<file path="src/commission_pkg.sv">
// Shared constants for the fieldbus commissioning link and its two ends
package commission_pkg;
	// ------------------------------------------------------------
	// Frame layout and command bytes
	// ------------------------------------------------------------
	localparam int FRAME_W = 64;
	localparam logic [7:0] CMD_UPLOAD_REQ = 8'h40;
	localparam logic [7:0] CMD_UPLOAD_8 = 8'h4F;
	localparam logic [7:0] CMD_UPLOAD_16 = 8'h4B;
	localparam logic [7:0] CMD_DNLOAD_MASK = 8'hE0;
	localparam logic [7:0] CMD_DNLOAD_REQ = 8'h20;
	localparam logic [7:0] CMD_DNLOAD_ACK = 8'h60;
	localparam logic [7:0] CMD_DNLOAD_32 = 8'h23;
	localparam logic [7:0] CMD_ABORT = 8'h80;
	localparam logic [31:0] ABORT_NO_OBJECT = 32'h0602_0000;
	// ------------------------------------------------------------
	// Object indices and subindices
	// ------------------------------------------------------------
	localparam logic [15:0] OBJ_BIT_RATE = 16'h2005;
	localparam logic [15:0] OBJ_SWITCH_OFFSET = 16'h2006;
	localparam logic [15:0] OBJ_NODE_ID = 16'h2009;
	localparam logic [15:0] OBJ_STORE = 16'h1010;
	localparam logic [15:0] OBJ_USER_PROG = 16'h2300;
	localparam logic [15:0] OBJ_CONTROL = 16'h6040;
	localparam logic [15:0] OBJ_STATUS = 16'h6041;
	localparam logic [15:0] OBJ_MODES = 16'h6060;
	localparam logic [15:0] OBJ_TARGET_VEL = 16'h6042;
	localparam logic [7:0] SUB_STORE_COMM = 8'h02;
	localparam logic [7:0] SUB_OFFSET_EN = 8'h01;
	localparam logic [7:0] SUB_OFFSET_VAL = 8'h02;
	localparam logic [31:0] SAVE_SIGNATURE = 32'h6576_6173;
	// ------------------------------------------------------------
	// Switch decoding and defaults
	// ------------------------------------------------------------
	localparam logic [3:0] SW_STORED_FIXED = 4'h0;
	localparam logic [3:0] SW_STORED_OBJ = 4'h8;
	localparam logic [6:0] SW_SUB = 7'h08;
	localparam logic [6:0] NODE_RESET = 7'h01;
	localparam logic [6:0] NODE_OBJ_DEFAULT = 7'h7F;
	localparam logic [7:0] RATE_OBJ_DEFAULT = 8'h87;
	localparam logic [7:0] OFFSET_ON = 8'h01;
	localparam logic [9:0] KBD_FIXED = 10'h3E8;
	// ------------------------------------------------------------
	// Drive control fields
	// ------------------------------------------------------------
	localparam logic [7:0] MODE_AUTOSETUP = 8'hFE;
	localparam logic [7:0] MODE_VELOCITY = 8'h02;
	localparam logic [3:0] CW_ENABLE_OP = 4'hF;
	localparam int CW_MODE_BIT = 4;
	localparam int SW_OP_EN_BIT = 2;
	localparam int SW_INDEX_BIT = 10;
	localparam int SW_DONE_BIT = 12;
	localparam logic [7:0] CAT_DRIVE = 8'h05;
	localparam logic [7:0] CAT_TUNING = 8'h06;
	// ------------------------------------------------------------
	// Host register map
	// ------------------------------------------------------------
	localparam logic [7:0] REG_TARGET = 8'h00;
	localparam logic [7:0] REG_WDATA = 8'h04;
	localparam logic [7:0] REG_CMD = 8'h08;
	localparam logic [7:0] REG_STATUS = 8'h0C;
	localparam logic [7:0] REG_RDATA = 8'h10;
	localparam int CMD_DN_BIT = 0;
	localparam int CMD_UP_BIT = 1;
	localparam int CMD_NMT_BIT = 2;
endpackage

</file>
<file path="src/sdo_link_if.sv">
// Link between the commissioning master and the drive node
`timescale 1ns/1ps
`default_nettype none
interface sdo_link_if;
	logic req_valid;
	logic [63:0] req_data;
	logic rsp_valid;
	logic [63:0] rsp_data;
	logic nmt_reset_comm;
	modport master (output req_valid, output req_data,
		output nmt_reset_comm, input rsp_valid, input rsp_data);
	modport node (input req_valid, input req_data,
		input nmt_reset_comm, output rsp_valid, output rsp_data);
endinterface
`default_nettype wire

</file>
<file path="src/id_rate_resolve.sv">
// Combinational node identifier and bit rate resolution from switch
`timescale 1ns/1ps
`default_nettype none
module id_rate_resolve
(
	input wire logic [3:0] sw,
	input wire logic [7:0] rate_obj,
	input wire logic [6:0] node_obj,
	input wire logic [7:0] offset_en,
	input wire logic [6:0] offset_val,
	output logic [6:0] node_id,
	output logic [9:0] rate_kbd
);
	logic [9:0] obj_kbd;
	logic [6:0] sw7;

	assign sw7 = {3'h0, sw};

	// Object decode; anything out of range falls back to full speed
	always_comb
	begin
		unique case (rate_obj)
			8'h81: obj_kbd = 10'h00A;
			8'h82: obj_kbd = 10'h014;
			8'h83: obj_kbd = 10'h032;
			8'h84: obj_kbd = 10'h07D;
			8'h85: obj_kbd = 10'h0FA;
			8'h86: obj_kbd = 10'h1F4;
			8'h87: obj_kbd = commission_pkg::KBD_FIXED;
			8'h88: obj_kbd = commission_pkg::KBD_FIXED;
			default: obj_kbd = commission_pkg::KBD_FIXED;
		endcase
	end

	// Switch applied last, over whatever the objects hold
	always_comb
	begin
		if (offset_en == commission_pkg::OFFSET_ON)
		begin
			if (sw == commission_pkg::SW_STORED_FIXED)
			begin
				node_id = node_obj;
				rate_kbd = commission_pkg::KBD_FIXED;
			end
			else
			begin
				node_id = 7'(sw7 + offset_val);
				rate_kbd = obj_kbd;
			end
		end
		else if (!sw[3])
		begin
			node_id = (sw == commission_pkg::SW_STORED_FIXED) ?
				node_obj : sw7;
			rate_kbd = commission_pkg::KBD_FIXED;
		end
		else
		begin
			node_id = (sw == commission_pkg::SW_STORED_OBJ) ?
				node_obj : 7'(sw7 - commission_pkg::SW_SUB);
			rate_kbd = obj_kbd;
		end
	end
endmodule
`default_nettype wire

</file>
<file path="src/drive_node.sv">
// Drive node end: object dictionary, id/rate loader and auto setup control
`timescale 1ns/1ps
`default_nettype none
// Overview of operation
// - Unconfigured: node 1 at 1000 kBd
// - Switch 0 stored id, 1-7 itself; 1 MBd
// - Switch 8 stored id, 9-F minus 8; object rate
// - Rate object 81..88 maps to kBd table
// - Master stores settings with save signature
// - New id and rate apply only on reset or reset-comm
// - Load default, stored, config file, then switch
// - Offset mode only when offset enable is 1
// - Offset mode switch 0: stored id, 1 MBd
// - Offset mode 1-F: switch plus offset
// - Status word upload answered 4B 41 60 00
// - Master selects auto setup mode FE, enables
// - Mode bit 4 starts auto setup when enabled
// - Status bit 12 set when setup done
// - Status bit 10 reports index found
// - Master starts setup only without user program
// - Limit switches stay active during setup
// - Results saved under drive and tuning categories
// - Closed loop refused until setup succeeded
// - Master restarts device after setup
// - Velocity run: mode 2, speed, enable
// - Control word 0 stops the motor
// - Master reads status back after transfers
module drive_node
(
	input wire logic clk,
	input wire logic rst,
	sdo_link_if.node link,
	input wire logic [3:0] hex_config_switch,
	input wire logic cfg_present,
	input wire logic [7:0] cfg_bit_rate,
	input wire logic [6:0] cfg_node_id,
	input wire logic setup_done,
	input wire logic setup_index_found,
	input wire logic closed_loop_req,
	output logic [6:0] node_id_ff,
	output logic [9:0] bit_rate_kbd_ff,
	output logic setup_run_ff,
	output logic limits_active_ff,
	output logic closed_loop_ff,
	output logic motor_run_ff,
	output logic [31:0] target_vel_ff,
	output logic save_pulse_ff,
	output logic [7:0] save_cat_ff
);
	logic [7:0] rate_obj_ff;
	logic [6:0] node_obj_ff;
	logic [7:0] offset_en_ff;
	logic [6:0] offset_val_ff;
	logic [7:0] stored_rate_ff;
	logic [6:0] stored_node_ff;
	logic stored_valid_ff;
	logic apply_ff;
	logic reload_ff;
	logic [15:0] control_ff;
	logic [7:0] modes_ff;
	logic [7:0] user_prog_ff;
	logic setup_ok_ff;
	logic setup_fin_ff;
	logic index_ff;
	logic save_tuning_ff;
	logic rsp_valid_ff;
	logic [63:0] rsp_data_ff;
	logic [7:0] ld_rate;
	logic [6:0] ld_node;
	logic [6:0] res_node;
	logic [9:0] res_kbd;
	logic [7:0] cmd;
	logic [15:0] idx;
	logic [7:0] sub;
	logic [31:0] val;
	logic is_up;
	logic is_dn;
	logic op_en;
	logic [15:0] status;
	logic wr_control;
	logic setup_start;

	// ------------------------------------------------------------
	// Request fields and derived drive state
	// ------------------------------------------------------------
	assign cmd = link.req_data[7:0];
	assign idx = link.req_data[23:8];
	assign sub = link.req_data[31:24];
	assign val = link.req_data[63:32];
	assign is_up = link.req_valid && cmd == commission_pkg::CMD_UPLOAD_REQ;
	assign is_dn = link.req_valid && (cmd & commission_pkg::CMD_DNLOAD_MASK)
		== commission_pkg::CMD_DNLOAD_REQ;
	assign op_en = control_ff[3:0] == commission_pkg::CW_ENABLE_OP;
	assign wr_control = is_dn && idx == commission_pkg::OBJ_CONTROL;
	// Rising mode bit only; a held bit does not restart the run
	assign setup_start = wr_control && val[commission_pkg::CW_MODE_BIT] &&
		!control_ff[commission_pkg::CW_MODE_BIT] && op_en &&
		modes_ff == commission_pkg::MODE_AUTOSETUP &&
		!user_prog_ff[0];
	assign link.rsp_valid = rsp_valid_ff;
	assign link.rsp_data = rsp_data_ff;

	// Status word assembly
	always_comb
	begin
		status = 16'h0000;
		status[commission_pkg::SW_OP_EN_BIT] = op_en;
		status[commission_pkg::SW_DONE_BIT] = setup_fin_ff;
		status[commission_pkg::SW_INDEX_BIT] = index_ff;
	end

	// ------------------------------------------------------------
	// Load chain for the communication settings
	// ------------------------------------------------------------
	always_comb
	begin
		ld_rate = commission_pkg::RATE_OBJ_DEFAULT;
		ld_node = commission_pkg::NODE_OBJ_DEFAULT;
		if (stored_valid_ff)
		begin
			ld_rate = stored_rate_ff;
			ld_node = stored_node_ff;
		end
		if (cfg_present)
		begin
			ld_rate = cfg_bit_rate;
			ld_node = cfg_node_id;
		end
	end

	id_rate_resolve resolve
	(
		.sw(hex_config_switch),
		.rate_obj(rate_obj_ff),
		.node_obj(node_obj_ff),
		.offset_en(offset_en_ff),
		.offset_val(offset_val_ff),
		.node_id(res_node),
		.rate_kbd(res_kbd)
	);

	// Reset and reset-comm reload objects; outputs follow one cycle later,
	// so the resolver never sees the objects as they were before a reload
	always_ff @(posedge clk or posedge rst)
	begin
		if (rst)
		begin
			reload_ff <= 1'b1;
			apply_ff <= 1'b0;
		end
		else
		begin
			reload_ff <= 1'b0;
			apply_ff <= link.nmt_reset_comm || reload_ff;
		end
	end

	// Communication objects: written live; rate and node id reloaded on reset-comm or after reset
	always_ff @(posedge clk or posedge rst)
	begin
		if (rst)
		begin
			rate_obj_ff <= commission_pkg::RATE_OBJ_DEFAULT;
			node_obj_ff <= commission_pkg::NODE_OBJ_DEFAULT;
			offset_en_ff <= 8'h00;
			offset_val_ff <= 7'h00;
		end
		else if (link.nmt_reset_comm || reload_ff)
		begin
			rate_obj_ff <= ld_rate;
			node_obj_ff <= ld_node;
		end
		else if (is_dn)
		begin
			if (idx == commission_pkg::OBJ_BIT_RATE)
				rate_obj_ff <= val[7:0];
			if (idx == commission_pkg::OBJ_NODE_ID)
				node_obj_ff <= val[6:0];
			if (idx == commission_pkg::OBJ_SWITCH_OFFSET &&
				sub == commission_pkg::SUB_OFFSET_EN)
				offset_en_ff <= val[7:0];
			if (idx == commission_pkg::OBJ_SWITCH_OFFSET &&
				sub == commission_pkg::SUB_OFFSET_VAL)
				offset_val_ff <= val[6:0];
		end
	end

	// Persistent copy taken only on the save signature
	always_ff @(posedge clk or posedge rst)
	begin
		if (rst)
		begin
			stored_rate_ff <= commission_pkg::RATE_OBJ_DEFAULT;
			stored_node_ff <= commission_pkg::NODE_OBJ_DEFAULT;
			stored_valid_ff <= 1'b0;
		end
		else if (is_dn && idx == commission_pkg::OBJ_STORE &&
			sub == commission_pkg::SUB_STORE_COMM &&
			val == commission_pkg::SAVE_SIGNATURE)
		begin
			stored_rate_ff <= rate_obj_ff;
			stored_node_ff <= node_obj_ff;
			stored_valid_ff <= 1'b1;
		end
	end

	// Active settings change only after an apply
	always_ff @(posedge clk or posedge rst)
	begin
		if (rst)
		begin
			node_id_ff <= commission_pkg::NODE_RESET;
			bit_rate_kbd_ff <= commission_pkg::KBD_FIXED;
		end
		else if (apply_ff)
		begin
			node_id_ff <= res_node;
			bit_rate_kbd_ff <= res_kbd;
		end
	end

	// ------------------------------------------------------------
	// Drive control objects
	// ------------------------------------------------------------
	always_ff @(posedge clk or posedge rst)
	begin
		if (rst)
		begin
			control_ff <= 16'h0000;
			modes_ff <= 8'h00;
			user_prog_ff <= 8'h00;
			target_vel_ff <= 32'h0000_0000;
		end
		else if (is_dn)
		begin
			if (wr_control)
				control_ff <= val[15:0];
			if (idx == commission_pkg::OBJ_MODES)
				modes_ff <= val[7:0];
			if (idx == commission_pkg::OBJ_USER_PROG)
				user_prog_ff <= val[7:0];
			if (idx == commission_pkg::OBJ_TARGET_VEL)
				target_vel_ff <= val;
		end
	end

	// Auto setup run and its outcome; done input wins over a new start
	always_ff @(posedge clk or posedge rst)
	begin
		if (rst)
		begin
			setup_run_ff <= 1'b0;
			setup_fin_ff <= 1'b0;
			setup_ok_ff <= 1'b0;
			index_ff <= 1'b0;
		end
		else if (setup_run_ff && setup_done)
		begin
			setup_run_ff <= 1'b0;
			setup_fin_ff <= 1'b1;
			setup_ok_ff <= 1'b1;
			index_ff <= setup_index_found;
		end
		else if (setup_run_ff && !op_en)
			setup_run_ff <= 1'b0;
		else if (setup_start)
		begin
			setup_run_ff <= 1'b1;
			setup_fin_ff <= 1'b0;
		end
	end

	// Saves results in two categories on consecutive cycles
	always_ff @(posedge clk or posedge rst)
	begin
		if (rst)
		begin
			save_pulse_ff <= 1'b0;
			save_cat_ff <= 8'h00;
			save_tuning_ff <= 1'b0;
		end
		else
		begin
			save_pulse_ff <= (setup_run_ff && setup_done) || save_tuning_ff;
			save_tuning_ff <= setup_run_ff && setup_done;
			if (setup_run_ff && setup_done)
				save_cat_ff <= commission_pkg::CAT_DRIVE;
			else if (save_tuning_ff)
				save_cat_ff <= commission_pkg::CAT_TUNING;
		end
	end

	// Motion permissions; limits active whenever out of reset, setup included
	always_ff @(posedge clk or posedge rst)
	begin
		if (rst)
		begin
			closed_loop_ff <= 1'b0;
			motor_run_ff <= 1'b0;
			limits_active_ff <= 1'b0;
		end
		else
		begin
			limits_active_ff <= 1'b1;
			closed_loop_ff <= closed_loop_req && setup_ok_ff;
			motor_run_ff <= op_en && control_ff != 16'h0000 &&
				modes_ff == commission_pkg::MODE_VELOCITY;
		end
	end

	// ------------------------------------------------------------
	// Responses, one cycle after each request
	// ------------------------------------------------------------
	always_ff @(posedge clk or posedge rst)
	begin
		if (rst)
		begin
			rsp_valid_ff <= 1'b0;
			rsp_data_ff <= 64'h0;
		end
		else
		begin
			rsp_valid_ff <= link.req_valid;
			if (is_dn)
				rsp_data_ff <= {32'h0, sub, idx, commission_pkg::CMD_DNLOAD_ACK};
			else if (is_up && idx == commission_pkg::OBJ_STATUS)
				rsp_data_ff <= {16'h0, status, sub, idx,
					commission_pkg::CMD_UPLOAD_16};
			else if (is_up && idx == commission_pkg::OBJ_CONTROL)
				rsp_data_ff <= {16'h0, control_ff, sub, idx,
					commission_pkg::CMD_UPLOAD_16};
			else if (is_up && idx == commission_pkg::OBJ_BIT_RATE)
				rsp_data_ff <= {24'h0, rate_obj_ff, sub, idx,
					commission_pkg::CMD_UPLOAD_8};
			else if (is_up && idx == commission_pkg::OBJ_NODE_ID)
				rsp_data_ff <= {25'h0, node_obj_ff, sub, idx,
					commission_pkg::CMD_UPLOAD_8};
			else if (is_up && idx == commission_pkg::OBJ_MODES)
				rsp_data_ff <= {24'h0, modes_ff, sub, idx,
					commission_pkg::CMD_UPLOAD_8};
			else if (link.req_valid)
				rsp_data_ff <= {commission_pkg::ABORT_NO_OBJECT, sub, idx,
					commission_pkg::CMD_ABORT};
		end
	end
endmodule
`default_nettype wire

</file>
<file path="src/flat_wrapper.sv">
// flat-port wrapper written by rule: the top's interface ports become plain ports
module drive_node_flat 
  (clk, rst, hex_config_switch, cfg_present, cfg_bit_rate, cfg_node_id, setup_done, setup_index_found, closed_loop_req, node_id_ff, bit_rate_kbd_ff, setup_run_ff, limits_active_ff, closed_loop_ff, motor_run_ff, target_vel_ff, save_pulse_ff, save_cat_ff, link_req_valid, link_req_data, link_nmt_reset_comm, link_rsp_valid, link_rsp_data);
  sdo_link_if link_i ();
  input wire logic clk;
  input wire logic rst;
  input wire logic [3:0] hex_config_switch;
  input wire logic cfg_present;
  input wire logic [7:0] cfg_bit_rate;
  input wire logic [6:0] cfg_node_id;
  input wire logic setup_done;
  input wire logic setup_index_found;
  input wire logic closed_loop_req;
  output logic [6:0] node_id_ff;
  output logic [9:0] bit_rate_kbd_ff;
  output logic setup_run_ff;
  output logic limits_active_ff;
  output logic closed_loop_ff;
  output logic motor_run_ff;
  output logic [31:0] target_vel_ff;
  output logic save_pulse_ff;
  output logic [7:0] save_cat_ff;
  input wire logic [$bits(link_i.req_valid)-1:0] link_req_valid;
  input wire logic [$bits(link_i.req_data)-1:0] link_req_data;
  input wire logic [$bits(link_i.nmt_reset_comm)-1:0] link_nmt_reset_comm;
  output wire logic [$bits(link_i.rsp_valid)-1:0] link_rsp_valid;
  output wire logic [$bits(link_i.rsp_data)-1:0] link_rsp_data;
  assign link_i.req_valid = link_req_valid;
  assign link_i.req_data = link_req_data;
  assign link_i.nmt_reset_comm = link_nmt_reset_comm;
  assign link_rsp_valid = link_i.rsp_valid;
  assign link_rsp_data = link_i.rsp_data;
  drive_node u_core (.clk(clk), .rst(rst), .link(link_i), .hex_config_switch(hex_config_switch), .cfg_present(cfg_present), .cfg_bit_rate(cfg_bit_rate), .cfg_node_id(cfg_node_id), .setup_done(setup_done), .setup_index_found(setup_index_found), .closed_loop_req(closed_loop_req), .node_id_ff(node_id_ff), .bit_rate_kbd_ff(bit_rate_kbd_ff), .setup_run_ff(setup_run_ff), .limits_active_ff(limits_active_ff), .closed_loop_ff(closed_loop_ff), .motor_run_ff(motor_run_ff), .target_vel_ff(target_vel_ff), .save_pulse_ff(save_pulse_ff), .save_cat_ff(save_cat_ff));
endmodule
</file>
<file path="config.mk">
export PLATFORM = sky130hd
export DESIGN_NAME = drive_node_flat
export DESIGN_NICKNAME = d
export VERILOG_FILES = /design/src/commission_pkg.sv /design/src/sdo_link_if.sv /design/src/id_rate_resolve.sv /design/src/drive_node.sv /design/src/flat_wrapper.sv
export SDC_FILE = /design/constraint.sdc
export NUM_CORES = 1
export LEC_CHECK = 0
export BUFFER_PORTS_ARGS = -buffer_cell sky130_fd_sc_hd__buf_2
export CAP_MARGIN = 30
export CORE_MARGIN = 2
export CORE_UTILIZATION = 57
export CTS_BUF_LIST = sky130_fd_sc_hd__clkbuf_16
export DETAILED_ROUTE_END_ITERATION = 10
export PLACE_DENSITY = 0.93
export SLEW_MARGIN = 20
export SYNTH_ARGS = -nofsm -noshare
export SYNTH_HDL_FRONTEND = slang
export SYNTH_SLANG_ARGS = --single-unit
</file>
<file path="constraint.sdc">
create_clock -name clk -period 16.46 [get_ports clk]
set_input_delay 4.115 -clock clk [delete_from_list [all_inputs] [get_ports clk]]
set_output_delay 4.115 -clock clk [all_outputs]
set_load 0.1 [all_outputs]
</file>
==> summary.txt <==
FLOORPLAN
--------------------------------------------------------------------------------------
Total Die Area                                                               15500 um2
Chip Height                                                                   124.5 um
Count of pins on the block boundary                                                218
Effective utilization at floorplan                                              0.5758
Placeable Area                                                               14370 um2
Die Width                                                                     124.5 um
Core Rows                                                                           44

TIMING
--------------------------------------------------------------------------------------
Transition time at the pin with the least slew margin                         963.0 ps
Worst clock skew on the final layout                                          5.472 ps
Max Clock Freq                                                               144.6 MHz
Unrepaired setup endpoints after global routing                                     no
Period Utilization, post-route                                                  0.4202
# setup viols final                                                                  0
Final Critical Period                                                          6916 ps
Remaining max-slew budget at the tightest pin                                   0.3562
Final TNS setup                                                                   0 ps
Hold Violations, Final                                                               0
Pins Over Slew Limit                                                                 0

YOSYS
--------------------------------------------------------------------------------------
Number of flops mapped to enable cells by yosys                                      0
Part of the Yosys area used for sequential elements                             0.5489
Seq cells post-synth                                                               180
Warning count from the yosys run                                                     0
Number of distinct standard cells referenced by the synthesized netlist             70
Cells after Synth                                                                  651
Most used flip-flop cell after synthesis                                       dfrtp_1
Async SR Flop Fraction                                                           1.000
Mapped Avg Cell Area                                                         12.71 um2
Synthesized area                                                              8274 um2

CLOCK NETWORK
--------------------------------------------------------------------------------------
Post-cts gate resize count                                                           0
Clock sink count                                                                   180
CTS tree                                                                          done
Clock latency at the later pin of the worst-skew pair                           430 ps
Buffer depth of the longest clock path                                               2
Post-CTS Setup Bufs                                                                  0
Total CTS buffers                                                                   17
H-tree levels                                                                        4
Clock-pin slew on the worst setup and hold paths                                 60 ps
Number of buffers added to fix hold violations after cts                             0
CTS Root Cell                                                                clkbuf_16

WORST SETUP PATH
--------------------------------------------------------------------------------------
Crit path DAT                                                                  7250 ps
Startpoint Class                                                             input pin
Register-to-register setup slack                                              14070 ps
CP Max Fanout                                                                       39
Kind of critical path                                                     input pin to register
Required time of the worst setup path                                         16800 ps
Setup crit end kind                                                           register

GRT
--------------------------------------------------------------------------------------
Pin count of the biggest net entering global routing                                99
Global-route usage over all layers                                              0.2836
First-pass GRT wire length                                                    34330 um
Number of antenna violations at the first check in global routing                    0
Total global routing overflow                                                        0
Number of global-route vias before repair                                         6334

FINAL LAYOUT
--------------------------------------------------------------------------------------
Number of antenna diodes                                                             0
# nets final                                                                       941
Share of final-layout standard cells stronger than drive strength 1             0.4679
Synthesis-to-finish area growth                                                 21.17%

POWER AND IR DROP
--------------------------------------------------------------------------------------
Relative contribution of combinational cells to total power                      0.146
Maximum vdd ir drop                                                         0.06433 mV
Clock power frac                                                                 0.427
Leakage power summed over all cells                                        0.004967 uW
P_sw                                                                          311.0 uW
Switching part of the total power                                               0.2835
Cell area power density                                                   109.4 nW/um2
Internal cell power                                                           786.0 uW
Portion of total power attributed to sequential cells                            0.426
Overall power of the completed layout                                          1097 uW

DRT
--------------------------------------------------------------------------------------
DRC marker count from the first detailed-route iteration                           516
Antenna Violating Nets Remaining                                                     0
Routed wire length                                                            21700 um
Wirelength per Cell                                                           20.84 um
Drt drc                                                                              0
Total iterations of the first detailed-routing run                                   5
Drt via density                                                                  5.947
Overall via count from detail_route                                               6191

JOB
--------------------------------------------------------------------------------------
Maxcap violations                                                                    0

PLACEMENT
--------------------------------------------------------------------------------------
Number of buffers added on ports                                                   198
Detailed-placement wirelength estimate                                        15420 um
Final Wtd Congestion                                                            0.8997

WORST HOLD PATH
--------------------------------------------------------------------------------------
Worst Hold Class                                                          register to register

OUTCOME
--------------------------------------------------------------------------------------
Result of the run                                                         finished clean

-- layout by cell type, fill, tap and decap left out, types with 7 or more instances in the layout --
master	netlist	layout
a221oi_1	11	11
a21oi_1	20	20
nor2b_1	18	18
buf_2	5	199
nand3_1	7	7
dfrtp_1	150	150
o22ai_1	8	8
dfstp_2	30	30
a31oi_1	9	9
nor2_1	29	28
nand2_1	19	19
conb_1	2	21
bufinv_16	0	7
mux2_2	107	107
a22o_1	7	7
nor3_1	9	9
mux2_4	9	9
inv_1	17	16
o21ai_0	15	15
clkbuf_16	0	17
mux2i_1	23	23
nor4_1	10	10
-- power groups by stage --
stage          clock network, uW  logic, uW  registers [uW]
2_1_floorplan                  0       61.8             536
3_3_place_gp                   0        157             474
3_5_place_dp                   0        160             475
4_1_cts                      473        161             467
5_1_grt                      493        167             469
6_report                     469        161             468
-- kinds of logic (layout without fill, tap and decap cells) --
kind of cell             Yosys count  in the layout  synth area share
flip-flops                       180            180            0.5489
AND/OR/NAND/NOR                  153            153            0.1187
multiplexers                     139            139            0.1898
AO/OA/AOI/OAI                    101            101           0.08408
buffers and inverters             67            254           0.04491
adder cells (fa/ha/maj)            5              5          0.008469
XOR/XNOR                           4              4          0.004235
other                              2             21         0.0009076
-- flip-flops by register name, indices dropped and copies added, names as in the netlist, 3 cells and up --
signal	count
u_core.node_obj_ff	7
u_core.offset_en_ff	8
u_core.target_vel_ff	32
u_core.rate_obj_ff	8
u_core.node_id_ff	7
u_core.stored_rate_ff	8
u_core.save_cat_ff	3
u_core.link.rsp_data	45
u_core.stored_node_ff	7
u_core.control_ff	16
u_core.modes_ff	8
u_core.bit_rate_kbd_ff	10
u_core.offset_val_ff	7
-- metal layers --
layer | vias up | track usage | wire, um
met5 | - | 0 | 0
met4 | 0 | 0.07997 | 385
met3 | 38 | 0.08591 | 1864
met2 | 313 | 0.4716 | 10810
met1 | 3100 | 0.3625 | 8638
li1 | 2740 | - | -
-- cell usage after synthesis, types with 3 or more instances --
library cell,n,area [um2]
dfstp_2,30,788.3
o21ai_0,15,75.07
or4_1,4,30.03
clkbuf_1,14,52.55
a22oi_1,6,45.04
a31oi_1,9,56.30
nor3b_1,4,30.03
nor4_1,10,62.56
and3_1,5,31.28
mux2_4,9,135.1
a221oi_1,11,96.34
a221o_1,4,40.04
ha_1,4,50.05
nor3_1,9,45.04
buf_2,5,25.02
mux2_2,107,1205
dfrtp_1,150,3754
nand2b_1,4,25.02
mux2i_1,23,230.2
buf_1,3,11.26
o2bb2ai_1,3,26.28
inv_1,17,63.81
nand3_1,7,35.03
nand3b_1,4,30.03
a21o_1,4,30.03
buf_4,24,180.2
or3_1,4,25.02
nand2_1,19,71.32
nor4b_1,3,26.28
a22o_1,7,61.31
nor2b_1,18,112.6
nor2_1,29,108.9
a21oi_1,20,100.1
nand4_1,6,37.54
o22ai_1,8,50.05
or4b_2,3,30.03
-- through the flow --
stage / utilization / std cells / area, um2 / hold WS [ps] / setup WS [ps]
floorplan: - / 670 / 8346 / 423.3 / 7508
global placement: 0.6476 / 1007 / 9305 / 447.1 / 9313
detailed placement: 0.6499 / 1009 / 9338 / 445.5 / 9181
CTS: 0.6974 / 1040 / 10020 / 462.5 / 9602
global route: 0.6978 / 1041 / 10030 / 478.3 / 9440
finish: 0.6978 / 1041 / 10030 / 456.2 / 9544
-- final timing paths --
kind                                                        to  cells past startpoint                      startpoint
hold / removal                  u_core.setup_ok_ff$_DFFE_PP0P_                      1  u_core.setup_ok_ff$_DFFE_PP0P_
setup reg to reg           u_core.offset_val_ff[1]$_DFFE_PP0P_                      6      u_core.reload_ff$_DFF_PP1_
setup / recovery             u_core.node_obj_ff[3]$_DFFE_PP1P_                      6                  link_req_valid
min in group asynchronous      u_core.link.rsp_valid$_DFF_PP0_                      2                             rst
hold reg to reg                 u_core.setup_ok_ff$_DFFE_PP0P_                      1  u_core.setup_ok_ff$_DFFE_PP0P_
max in group asynchronous      u_core.closed_loop_ff$_DFF_PP0_                      4                             rst
-- critical path, stage by stage --
cell     delay [ps]
buf_2           650
inv_1           470
or4b_2          840
nor4_4          720
mux2i_1         300
mux2i_1         120
-- layout make-up --
type | count | area [um2]
clock inverters | 14 | 257.7
multi-input cells | 423 | 3443
well taps | 184 | 230.2
flip-flops and latches | 180 | 4542
fillers | 1010 | 4343
clock buffers | 17 | 425.4
inverters | 19 | 76.32
repair buffers | 204 | 1051
Power figures use the tool's default switching activity.
